File: src/dps_pkg.sv
// shared constants and types for the dual pilot ignition sequencer
package dps_pkg;

	// ----------------------------------------------------------------
	// timing
	// ----------------------------------------------------------------
	localparam int CLK_PERIOD_NS = 25;
	localparam int SEC_NS        = 1_000_000_000;
	localparam int SEC_CYCLES    = SEC_NS / CLK_PERIOD_NS;
	localparam int TICK_W        = 26;

	// ----------------------------------------------------------------
	// widths
	// ----------------------------------------------------------------
	localparam int TEMP_W = 12;
	localparam int ADDR_W = 4;
	localparam int DATA_W = 32;
	localparam int TIME_W = 8;

	// ----------------------------------------------------------------
	// register indices
	// ----------------------------------------------------------------
	localparam logic [3:0] REG_CFG0     = 4'h0;
	localparam logic [3:0] REG_CFG1     = 4'h1;
	localparam logic [3:0] REG_THR0     = 4'h2;
	localparam logic [3:0] REG_THR1     = 4'h3;
	localparam logic [3:0] REG_CMD      = 4'h4;
	localparam logic [3:0] REG_KEY      = 4'h5;
	localparam logic [3:0] REG_STATUS   = 4'h6;
	localparam logic [3:0] REG_DATETIME = 4'h7;
	localparam logic [3:0] REG_SITE     = 4'h8;

	// ----------------------------------------------------------------
	// field positions
	// ----------------------------------------------------------------
	localparam int CFG_EN_BIT   = 0;
	localparam int CFG_SRC_BIT  = 1;
	localparam int CFG_IGN_LSB  = 8;
	localparam int CFG_PRV_LSB  = 16;
	localparam int THR_ON_LSB   = 0;
	localparam int THR_OFF_LSB  = 16;
	localparam int CMD_INST_BIT = 4;
	localparam int KEY_OK       = 0;
	localparam int KEY_YES      = 1;
	localparam int KEY_NO       = 2;
	localparam int STS_ST1_LSB  = 3;
	localparam int STS_GLOB     = 6;
	localparam int STS_FLAME0   = 7;
	localparam int STS_FLAME1   = 8;
	localparam int STS_DLG_LSB  = 9;
	localparam int STS_REFUSED  = 11;

	// ----------------------------------------------------------------
	// factory defaults
	// ----------------------------------------------------------------
	localparam logic [TIME_W-1:0] DEF_IGN_TIME = 8'h0A;
	localparam logic [TIME_W-1:0] DEF_PRV_TIME = 8'h32;
	localparam logic [TEMP_W-1:0] DEF_ON_TEMP  = 12'h12C;
	localparam logic [TEMP_W-1:0] DEF_OFF_TEMP = 12'h0C8;
	localparam logic              SRC_SPARK    = 1'h0;
	localparam logic [1:0]        DEF_ENABLE   = 2'h1;

	// ----------------------------------------------------------------
	// commands
	// ----------------------------------------------------------------
	localparam logic [2:0] CMD_START    = 3'h1;
	localparam logic [2:0] CMD_CLR_INST = 3'h2;
	localparam logic [2:0] CMD_CLR_GLOB = 3'h3;
	localparam logic [2:0] CMD_ERASE    = 3'h4;
	localparam logic [2:0] CMD_FACTORY  = 3'h5;

	typedef enum logic [2:0] {ST_HALTED, ST_IGNITE, ST_PROVE, ST_LIT, ST_ALARM} dps_inst_t;
	typedef enum logic [1:0] {DLG_IDLE, DLG_OK, DLG_INFO, DLG_CHOOSE} dps_dlg_t;

endpackage : dps_pkg

File: src/dps_flame_det.sv
// flame decision with hysteresis between off and on thresholds
module dps_flame_det
	import dps_pkg::*;
(
	input  wire logic              ref_clk,
	input  wire logic              reset,
	input  wire logic [TEMP_W-1:0] temp,
	input  wire logic [TEMP_W-1:0] on_thr,
	input  wire logic [TEMP_W-1:0] off_thr,
	output logic                   flame_q
);

	always_ff @(posedge ref_clk)
	begin
		if (reset)
			flame_q <= 1'b0;
		else if (temp >= on_thr)
			flame_q <= 1'b1;
		else if (temp <= off_thr)
			flame_q <= 1'b0;
		// in between: keep last decision
	end
endmodule : dps_flame_det

File: src/dps_sequencer.sv
// dual pilot ignition sequencer: instance states, alarms, dialogs, settings
// Functional notes
// - keep igniting between proving until flame
// - start accepted only when halted, then OK
// - start affects only the selected instance
// - stop button halts both instances
// - alarm instance ignores stop until cleared
// - clearing refused while cause still present
// - alarms are instance or global scope
// - instance alarm: clear, yes, OK, halt that
// - global alarm: OK, yes, OK halts both, not one in alarm
// - factory: igniter enables, times, spark source
// - factory: on 300, off 200 both pilots
// - log erase only after yes then OK
// - export named date-time in site folder
// - flame at/above on, none at/below off
module dps_sequencer
	import dps_pkg::*;
#(
	parameter int TICK_CYCLES = SEC_CYCLES
)
(
	input  wire logic                        ref_clk,
	input  wire logic                        reset,
	input  wire logic [dps_pkg::ADDR_W-1:0]  reg_addr,
	input  wire logic [dps_pkg::DATA_W-1:0]  reg_wdata,
	input  wire logic                        reg_wr,
	input  wire logic                        reg_rd,
	output logic      [dps_pkg::DATA_W-1:0]  reg_rdata,
	input  wire logic                        stop_btn,
	input  wire logic [dps_pkg::TEMP_W-1:0]  tc_temp0,
	input  wire logic [dps_pkg::TEMP_W-1:0]  tc_temp1,
	input  wire logic [1:0]                  inst_fault,
	input  wire logic                        glob_fault,
	input  wire logic                        export_req,
	output logic      [1:0]                  ign_drive,
	output logic      [1:0]                  ign_source,
	output logic                             global_alarm,
	output logic                             log_erase,
	output logic                             export_valid,
	output logic      [dps_pkg::DATA_W-1:0]  export_folder,
	output logic      [dps_pkg::DATA_W-1:0]  export_file
);
	import dps_pkg::*;

	// ----------------------------------------------------------------
	// storage
	// ----------------------------------------------------------------
	logic [DATA_W-1:0] cfg_q [2];
	logic [DATA_W-1:0] thr_q [2];
	logic [DATA_W-1:0] datetime_q;
	logic [DATA_W-1:0] site_q;
	logic [DATA_W-1:0] rdata_q;
	logic [DATA_W-1:0] folder_q;
	logic [DATA_W-1:0] file_q;
	dps_inst_t         st_q [2];
	logic [TIME_W-1:0] tmr_q [2];
	logic [1:0]        flame;
	logic [TEMP_W-1:0] temp [2];
	dps_dlg_t          dlg_q;
	logic [2:0]        dlg_cmd_q;
	logic              dlg_inst_q;
	logic              yes_sel_q;
	logic              refused_q;
	logic              glob_q;
	logic              erase_q;
	logic              valid_q;
	logic [TICK_W-1:0] tick_cnt_q;
	logic              sec_tick;
	logic              cmd_wr;
	logic              key_ok;
	logic              key_yes;
	logic              key_no;
	logic              commit;
	logic              start_go;
	logic              clr_inst_go;
	logic              clr_glob_go;
	logic              erase_go;
	logic              factory_go;
	logic [2:0]        wr_cmd;
	logic              wr_inst;

	assign temp[0] = tc_temp0;
	assign temp[1] = tc_temp1;

	// ----------------------------------------------------------------
	// one second enable
	// ----------------------------------------------------------------
	always_ff @(posedge ref_clk)
	begin
		if (reset || tick_cnt_q == TICK_W'(TICK_CYCLES - 1))
			tick_cnt_q <= '0;
		else
			tick_cnt_q <= tick_cnt_q + TICK_W'(1);
	end

	assign sec_tick = (tick_cnt_q == TICK_W'(TICK_CYCLES - 1));

	// ----------------------------------------------------------------
	// operator keys and commands
	// ----------------------------------------------------------------
	assign cmd_wr  = reg_wr && reg_addr == REG_CMD;
	assign wr_cmd  = reg_wdata[2:0];
	assign wr_inst = reg_wdata[CMD_INST_BIT];
	assign key_ok  = reg_wr && reg_addr == REG_KEY && reg_wdata[KEY_OK];
	assign key_yes = reg_wr && reg_addr == REG_KEY && reg_wdata[KEY_YES];
	assign key_no  = reg_wr && reg_addr == REG_KEY && reg_wdata[KEY_NO];

	assign commit      = dlg_q == DLG_CHOOSE && key_ok && yes_sel_q;
	assign start_go    = dlg_q == DLG_OK && key_ok;
	assign clr_inst_go = commit && dlg_cmd_q == CMD_CLR_INST && !inst_fault[dlg_inst_q];
	assign clr_glob_go = commit && dlg_cmd_q == CMD_CLR_GLOB && !glob_fault;
	assign erase_go    = commit && dlg_cmd_q == CMD_ERASE;
	assign factory_go  = cmd_wr && dlg_q == DLG_IDLE && wr_cmd == CMD_FACTORY;

	// dialog: one command at a time; a command written before the last closes is ignored
	always_ff @(posedge ref_clk)
	begin
		if (reset)
		begin
			dlg_q      <= DLG_IDLE;
			dlg_cmd_q  <= 3'h0;
			dlg_inst_q <= 1'b0;
			yes_sel_q  <= 1'b0;
			refused_q  <= 1'b0;
		end
		else
		begin
			case (dlg_q)
				DLG_IDLE:
				begin
					if (cmd_wr)
					begin
						dlg_cmd_q  <= wr_cmd;
						dlg_inst_q <= wr_inst;
						yes_sel_q  <= 1'b0;
						refused_q  <= 1'b0;
						case (wr_cmd)
							CMD_START:
								if (st_q[wr_inst] == ST_HALTED && cfg_q[wr_inst][CFG_EN_BIT]
									&& !glob_q)
									dlg_q <= DLG_OK;
								else
									refused_q <= 1'b1;
							CMD_CLR_INST:
								if (st_q[wr_inst] == ST_ALARM)
									dlg_q <= DLG_CHOOSE;
								else
									refused_q <= 1'b1;
							CMD_CLR_GLOB:
								if (glob_q)
									dlg_q <= DLG_INFO;
								else
									refused_q <= 1'b1;
							CMD_ERASE:
								dlg_q <= DLG_CHOOSE;
							CMD_FACTORY:
								dlg_q <= DLG_IDLE;
							default:
								refused_q <= 1'b1;
						endcase
					end
				end
				DLG_OK:
					if (key_ok)
						dlg_q <= DLG_IDLE;
				DLG_INFO:
					if (key_ok)
						dlg_q <= DLG_CHOOSE;
				DLG_CHOOSE:
				begin
					if (key_yes)
						yes_sel_q <= 1'b1;
					else if (key_no)
						yes_sel_q <= 1'b0;
					if (key_ok)
					begin
						dlg_q <= DLG_IDLE;
						if (commit && ((dlg_cmd_q == CMD_CLR_INST && inst_fault[dlg_inst_q])
							|| (dlg_cmd_q == CMD_CLR_GLOB && glob_fault)))
							refused_q <= 1'b1;
					end
				end
				default:
					dlg_q <= DLG_IDLE;
			endcase
		end
	end

	// ----------------------------------------------------------------
	// global alarm
	// ----------------------------------------------------------------
	always_ff @(posedge ref_clk)
	begin
		if (reset)
			glob_q <= 1'b0;
		else if (glob_fault)
			glob_q <= 1'b1;
		else if (clr_glob_go)
			glob_q <= 1'b0;
	end

	// ----------------------------------------------------------------
	// per-instance sequencing
	// ----------------------------------------------------------------
	genvar i;
	generate
		for (i = 0; i < 2; i++)
		begin : g_inst
			dps_flame_det u_flame (
				.ref_clk (ref_clk),
				.reset   (reset),
				.temp    (temp[i]),
				.on_thr  (thr_q[i][THR_ON_LSB +: TEMP_W]),
				.off_thr (thr_q[i][THR_OFF_LSB +: TEMP_W]),
				.flame_q (flame[i])
			);

			// a fault always wins, even against a clear in the same cycle
			always_ff @(posedge ref_clk)
			begin
				if (reset)
				begin
					st_q[i]  <= ST_HALTED;
					tmr_q[i] <= '0;
				end
				else if (inst_fault[i] && st_q[i] != ST_ALARM)
					st_q[i] <= ST_ALARM;
				else
				begin
					case (st_q[i])
						ST_ALARM:
							if (clr_inst_go && dlg_inst_q == 1'(i))
								st_q[i] <= ST_HALTED;
						ST_HALTED:
							if (start_go && dlg_inst_q == 1'(i) && !stop_btn)
							begin
								st_q[i]  <= ST_IGNITE;
								tmr_q[i] <= cfg_q[i][CFG_IGN_LSB +: TIME_W];
							end
						default:
						begin
							if (stop_btn || clr_glob_go)
								st_q[i] <= ST_HALTED;
							else if (glob_q)
								st_q[i] <= st_q[i];
							else if (st_q[i] == ST_LIT)
							begin
								if (!flame[i])
								begin
									st_q[i]  <= ST_IGNITE;
									tmr_q[i] <= cfg_q[i][CFG_IGN_LSB +: TIME_W];
								end
							end
							else if (flame[i])
								st_q[i] <= ST_LIT;
							else if (sec_tick)
							begin
								if (tmr_q[i] > TIME_W'(1))
									tmr_q[i] <= tmr_q[i] - TIME_W'(1);
								else if (st_q[i] == ST_IGNITE)
								begin
									st_q[i]  <= ST_PROVE;
									tmr_q[i] <= cfg_q[i][CFG_PRV_LSB +: TIME_W];
								end
								else
								begin
									st_q[i]  <= ST_IGNITE;
									tmr_q[i] <= cfg_q[i][CFG_IGN_LSB +: TIME_W];
								end
							end
						end
					endcase
				end
			end

			// settings: factory load beats a same-cycle software write
			always_ff @(posedge ref_clk)
			begin
				if (reset || factory_go)
				begin
					cfg_q[i] <= '0;
					cfg_q[i][CFG_EN_BIT] <= DEF_ENABLE[i];
					cfg_q[i][CFG_SRC_BIT] <= SRC_SPARK;
					cfg_q[i][CFG_IGN_LSB +: TIME_W] <= DEF_IGN_TIME;
					cfg_q[i][CFG_PRV_LSB +: TIME_W] <= DEF_PRV_TIME;
					thr_q[i] <= '0;
					thr_q[i][THR_ON_LSB +: TEMP_W] <= DEF_ON_TEMP;
					thr_q[i][THR_OFF_LSB +: TEMP_W] <= DEF_OFF_TEMP;
				end
				else if (reg_wr && reg_addr == REG_CFG0 + 4'(i))
					cfg_q[i] <= reg_wdata;
				else if (reg_wr && reg_addr == REG_THR0 + 4'(i))
					thr_q[i] <= reg_wdata;
			end

			assign ign_drive[i]  = st_q[i] == ST_IGNITE && !glob_q;
			assign ign_source[i] = cfg_q[i][CFG_SRC_BIT];

		end
	endgenerate

	// ----------------------------------------------------------------
	// log erase and export
	// ----------------------------------------------------------------
	always_ff @(posedge ref_clk)
	begin
		if (reset)
			erase_q <= 1'b0;
		else
			erase_q <= erase_go;
	end

	always_ff @(posedge ref_clk)
	begin
		if (reset)
		begin
			datetime_q <= '0;
			site_q     <= '0;
		end
		else if (reg_wr && reg_addr == REG_DATETIME)
			datetime_q <= reg_wdata;
		else if (reg_wr && reg_addr == REG_SITE)
			site_q <= reg_wdata;
	end

	// names are latched so a clock update mid-export cannot tear them
	always_ff @(posedge ref_clk)
	begin
		if (reset)
		begin
			valid_q  <= 1'b0;
			folder_q <= '0;
			file_q   <= '0;
		end
		else
		begin
			valid_q <= export_req;
			if (export_req)
			begin
				folder_q <= site_q;
				file_q   <= datetime_q;
			end
		end
	end

	// ----------------------------------------------------------------
	// register read
	// ----------------------------------------------------------------
	always_ff @(posedge ref_clk)
	begin
		if (reset || !reg_rd)
			rdata_q <= '0;
		else
		begin
			rdata_q <= '0;
			case (reg_addr)
				REG_CFG0:     rdata_q <= cfg_q[0];
				REG_CFG1:     rdata_q <= cfg_q[1];
				REG_THR0:     rdata_q <= thr_q[0];
				REG_THR1:     rdata_q <= thr_q[1];
				REG_DATETIME: rdata_q <= datetime_q;
				REG_SITE:     rdata_q <= site_q;
				REG_STATUS:
				begin
					rdata_q[2:0]                  <= st_q[0];
					rdata_q[STS_ST1_LSB +: 3]     <= st_q[1];
					rdata_q[STS_GLOB]             <= glob_q;
					rdata_q[STS_FLAME0]           <= flame[0];
					rdata_q[STS_FLAME1]           <= flame[1];
					rdata_q[STS_DLG_LSB +: 2]     <= dlg_q;
					rdata_q[STS_REFUSED]          <= refused_q;
				end
				default:      rdata_q <= '0;
			endcase
		end
	end

	assign reg_rdata     = rdata_q;
	assign global_alarm  = glob_q;
	assign log_erase     = erase_q;
	assign export_valid  = valid_q;
	assign export_folder = folder_q;
	assign export_file   = file_q;
endmodule : dps_sequencer

File: config.mk
export PLATFORM = sky130hd
export DESIGN_NAME = dps_sequencer
export DESIGN_NICKNAME = d
export VERILOG_FILES = /design/src/dps_pkg.sv /design/src/dps_flame_det.sv /design/src/dps_sequencer.sv
export SDC_FILE = /design/constraint.sdc
export NUM_CORES = 1
export LEC_CHECK = 0
export BUFFER_PORTS_ARGS = -buffer_cell sky130_fd_sc_hd__buf_4
export CORE_UTILIZATION = 30
export DETAILED_ROUTE_END_ITERATION = 7
export GPL_TIMING_DRIVEN = 0
export PLACE_DENSITY = 0.55
export SYNTH_ARGS = -nofsm -noshare
export SYNTH_HDL_FRONTEND = slang
export SYNTH_SLANG_ARGS = --single-unit
File: constraint.sdc
create_clock -name ref_clk -period 4.1 [get_ports ref_clk]
set_input_delay 0 -clock ref_clk [delete_from_list [all_inputs] [get_ports ref_clk]]
set_output_delay 0 -clock ref_clk [all_outputs]
set_load 0.005 [all_outputs]
# Yosys cells after proc, flatten, opt, wreduce, memory -nomap -nowiden

Memory sizes are Yosys's and may differ from the RTL's.
Index checks and enable logic that the tools add are counted.

Bits in registers: 199
RAM bits: 150
Input bits: 69
Output and inout bits: 103
Logic and storage cells: 444
Memories kept: 4

Memories:

| memory | words | width | rd ports | clocked after Yosys merged registers in | write ports | line                | text |
|---|---|---|---|---|---|---|---|
| cfg_q  | 2     | 32    | 3        | 0                                       | 2           | dps_sequencer.sv:49 | `logic [DATA_W-1:0] cfg_q [2];` |
| thr_q  | 2     | 32    | 2        | 0                                       | 2           | dps_sequencer.sv:50 | `logic [DATA_W-1:0] thr_q [2];` |
| tmr_q  | 2     | 8     | 2        | 0                                       | 2           | dps_sequencer.sv:57 | `logic [TIME_W-1:0] tmr_q [2];` |
| st_q   | 2     | 3     | 3        | 0                                       | 2           | dps_sequencer.sv:56 | `dps_inst_t st_q [2];` |

$add $sub $neg: 3
Magnitude comparators: 7
Equality and inequality tests: 39
Muxes and demuxes: 249
Bitwise gates (word level): 62
Reduce and logical (&&, ||, !) cells: 64

Operator list:

| operator                                                                         | count |
|---|---|
| 1-bit 2-to-1 mux                                                                 | 184 |
| 8-bit 2-to-1 mux                                                                 | 20 |
| 20-bit case mux with 6 select lines                                              | 1 |
| 12-bit 2-to-1 mux                                                                | 8 |
| 12-bit case mux with 7 select lines                                              | 1 |
| 1-bit bitwise OR                                                                 | 60 |
| 3-bit 2-to-1 mux                                                                 | 18 |
| 1-bit logical AND                                                                | 36 |
| 26-bit by 1-bit adder with 26-bit output (second input constant)                 | 1 |
| 26-bit == test (second input constant)                                           | 1 |
| 12-bit greater-or-equal comparator                                               | 2 |
| 12-bit <= comparator                                                             | 2 |
| 3-bit by 2-bit == test with 1-bit output (second input constant)                 | 6 |
| 3-bit == test (second input constant)                                            | 6 |
| 3-bit != test (second input constant)                                            | 6 |
| 4-bit by 3-bit == test with 1-bit output (second input constant)                 | 4 |
| 8-bit by 1-bit greater-than comparator with 1-bit output (second input constant) | 2 |
| 4-bit 2-to-1 mux                                                                 | 4 |
| 8-bit by 1-bit subtractor with 8-bit output (second input constant)              | 2 |
| 2-bit 2-to-1 mux                                                                 | 6 |
| 6-bit 2-to-1 mux                                                                 | 2 |
| 2-bit case mux with 5 select lines                                               | 1 |
| 3-bit by 1-bit == test with 1-bit output (second input constant)                 | 3 |
| 3-bit zero test                                                                  | 3 |
| 23 further kinds                                                                 | 45 |

# Logic depth before layout (Yosys ltp)

Word-level depth: 21
Gate-level depth with buffers: 9
Mapped depth without buffers: 8

# By module

From an unflattened synthesis, not the netlist that was laid out.

Cells, all modules: 1585
Area, all modules: 15917.8 µm²

By module, submodules not included:

| module        | times used | cells each | area each (µm²) | sequential area each (µm²) |
|---|---|---|---|---|
| dps_sequencer | 1          | 1421       | 14694.1         | 8448.1 |
| dps_flame_det | 2          | 82         | 611.8           | 20.0 |

# Least setup slack after synthesis

No wires, ideal clock.

Path type: register to register
Start point: mem tmr_q[1][5]
End point: mem tmr_q[1][0] (enable)
Library setup time: 0.329 ns
Data arrival time: 2.188 ns
Required time: 3.771 ns
Setup slack: 1.583 ns
Cell stages (with the launch flop): 7
Buffers on the path: 0
Clock period less this slack: 2.517 ns
Path through: edfxtp_1 > or4_1 > nor4_2 > nand3b_1 > nor3_2 > nor3b_1 > nand2_1

RTL lines:

| element     | line |
|---|---|
| from (decl) | dps_sequencer.sv:57 |

==> run metrics <==
Area Growth Syn to Fin 25.3%; Setup TNS 0 ns; largest net degree at the start of global routing 33; initial antenna violation count 1; max frequency 289 MHz; diodes inserted 0; Die W 233 µm; fill count 5228; Synth area leader edfxtp_1; worst-path fanout max 10; FF+latch count, synth 349; clk buf depth 3; Detailed Place HPWL 43500 µm; die area 0.0543 mm²; Final ANT Viol Nets 0; most frequent cell after synthesis dfxtp_1; Final Critical Period 3.46 ns; H-Tree Depth 2; final setup fails 0; Tot GR Track Use 0.210; Syn Inst Count 1607; Initial Util 0.304; Detailed Route WL 57400 µm; Hold Path Sink dlg_cmd_q[0]; vias 13304; global route overflow 0; Worst-path clk slew 0.06 ns; die height 233 µm; Syn. warnings 0; Num CTS Buffers 40; R2R setup slack 0.64 ns; Multi-input gate area 0.00692 mm²; Reg area 0.00849 mm²; Synth cell types 75; Worst slew margin 0.0795; Final Max Tran Viols 0; Worst Setup End Kind register; clock latency on the worst-skew pair 0.57 ns; Setup crit start kind register; Final period util 0.843; drt wl/cell 22.3 µm; first-pass GRT wire length 83400 µm; HP Class primary input to register; clock sink count 349; Post-synth ARST share 0; Seq/Total Area, Yosys 0.530; Hold Startpoint reg_wdata[0]; post-synthesis cell area 0.0160 mm²; hold depth 4; Post-synth EDFFs 150; layout cell share with drive strength beyond 1 0.145; Vias per Instance 5.15; gpl congestion 0.938; Port Buffers 168; Placement Setup Slack 0.643 ns; TritonCTS clock tree built; 1st-iter DRT viols 1246; area share of the largest cell type after synthesis 0.281; vias in the first global route 12787; io pins 172; reg2reg end thr_q[1][27]; Total Power 8.42 mW; Layout Nets 1986; r2r worst-path depth 8; data required time of the worst path 4.53 ns; DR pass1 iterations 8; Worst VDD drop 364 µV; Synth Flop Type dfxtp_1; WS Path Type register to register; top cells by count, synth dfxtp_1 (199), nand2_1 (194), nor2_1 (168); status complete, no violations; CTS root buf clkbuf_16; Site Rows 84; P per Cell Area 420 mW/mm²; reg2reg start dlg_q[1]; syn nets 1731; Syn Area/Cell 9.97 µm²; final hold violations 0; DRC viols 0; unrepaired setup endpoints after global routing no; max cap viols 0; Final Skew 0.0246 ns; static leakage 7.71 nW; CP Data Arrival Time 3.89 ns; Area contributors post-synth edfxtp_1 (28%), dfxtp_1 (25%), nand2_1 (4.5%), mux2i_1 (4.4%), ha_1 (4.3%); Slew @ Worst Pin 1.37 ns; final worst slack 0.644 ns; Core Area 0.0527 mm²
-- what timing repair did --
action | 4_1_cts | 5_1_grt
setup buffers | 0 | 0
hold buffers | 43 | 0
hold endpoints to repair | 188 | 0
resized for setup | 0 | 0
-- power by group --
group / internal [mW] / total, mW / switching [mW]
Clock: 2.37 / 3.87 / 1.50
Sequential: 3.76 / 3.86 / 0.0988
Combinational: 0.258 / 0.694 / 0.436
-- metal layers --
metal,GRT usage,vias to the layer above,share of wire
met5,0,-,0.00023
met4,0.0762,2,0.036
met3,0.0377,102,0.070
met2,0.339,541,0.46
met1,0.279,6429,0.43
li1,-,6230,-
-- metrics by stage --
step,std cells,util,cell area [µm²],hold WS (ns)
2_1_floorplan,1607,-,16000,0.117
3_3_place_gp,2463,0.345,18100,0.244
3_5_place_dp,2465,0.346,18200,0.276
4_1_cts,2581,0.381,20100,0.00388
5_1_grt,2581,0.381,20100,0.0587
6_report,2581,0.381,20100,0.0296
-- cells by family (layout without fill, tap and decap cells) --
group | after synthesis | count (layout) | synth area share
compound gates | 314 | 314 | 0.129
xor+xnor | 32 | 32 | 0.0175
fa+ha+maj | 55 | 55 | 0.0429
buf+inv | 159 | 445 | 0.0395
flops | 349 | 349 | 0.530
mux | 71 | 71 | 0.0444
simple gates | 627 | 627 | 0.197
-- area by class of cell --
| type | instances | share of cell area |
|---|---|---|
| buffer | 91 | 0.0188 |
| tap | 688 | 0.0429 |
| clock inverter | 12 | 0.00742 |
| inverter | 68 | 0.0127 |
| multi-input combinational | 1099 | 0.345 |
| clock buffer | 61 | 0.0642 |
| timing repair buffer | 213 | 0.0862 |
| sequential | 349 | 0.423 |
-- cells in the final DEF, fill, tap and decap left out, drive strengths merged, types with 20 or more instances in the layout --
master	count
dfxtp	199
nand2	194
buf	191
nor2	168
edfxtp	150
clkbuf	131
and2	108
a21oi	99
a22oi	85
mux2i	71
inv	68
ha	55
dlygate4sd3	43
a31oi	33
o21ai	31
nor3	27
nand3	21
xor2	20
-- critical path, stage by stage, from the launching register on --
cell and delay, ns:
dfxtp_1 0.30, buf_2 0.23, nor4_1 0.16, a41o_1 0.43, or2_1 0.27, buf_2 0.18
nor4_2 1.03, clkbuf_1 0.51, and2_1 0.22
-- registers in the layout (all words and copies together), names as in the netlist, 2 cells and up --
name                    count
tmr_q                      16
reg_rdata                  32
dlg_q                       2
datetime_q                 32
thr_q                      64
site_q                     32
tick_cnt_q                 26
cfg_q                      64
export_folder              32
st_q                        6
export_file                32
dlg_cmd_q                   3
g_inst.u_flame.flame_q      2
-- worst max path at each step --
stage | start | end | slack, ns | depth (start not counted)
6_report | dlg_q[1] | thr_q[1][27] | 0.64 | 8
5_1_grt | dlg_q[1] | thr_q[1][25] | 0.67 | 8
4_1_cts | dlg_q[1] | cfg_q[1][18] | 0.63 | 8
3_5_place_dp | dlg_q[1] | cfg_q[1][14] | 0.64 | 8
3_3_place_gp | reg_addr[1] | cfg_q[1][30] | -0.13 | 5
2_1_floorplan | tmr_q[1][5] | tmr_q[1][0] | 1.58 | 6
Power figures use the tool's default switching activity.
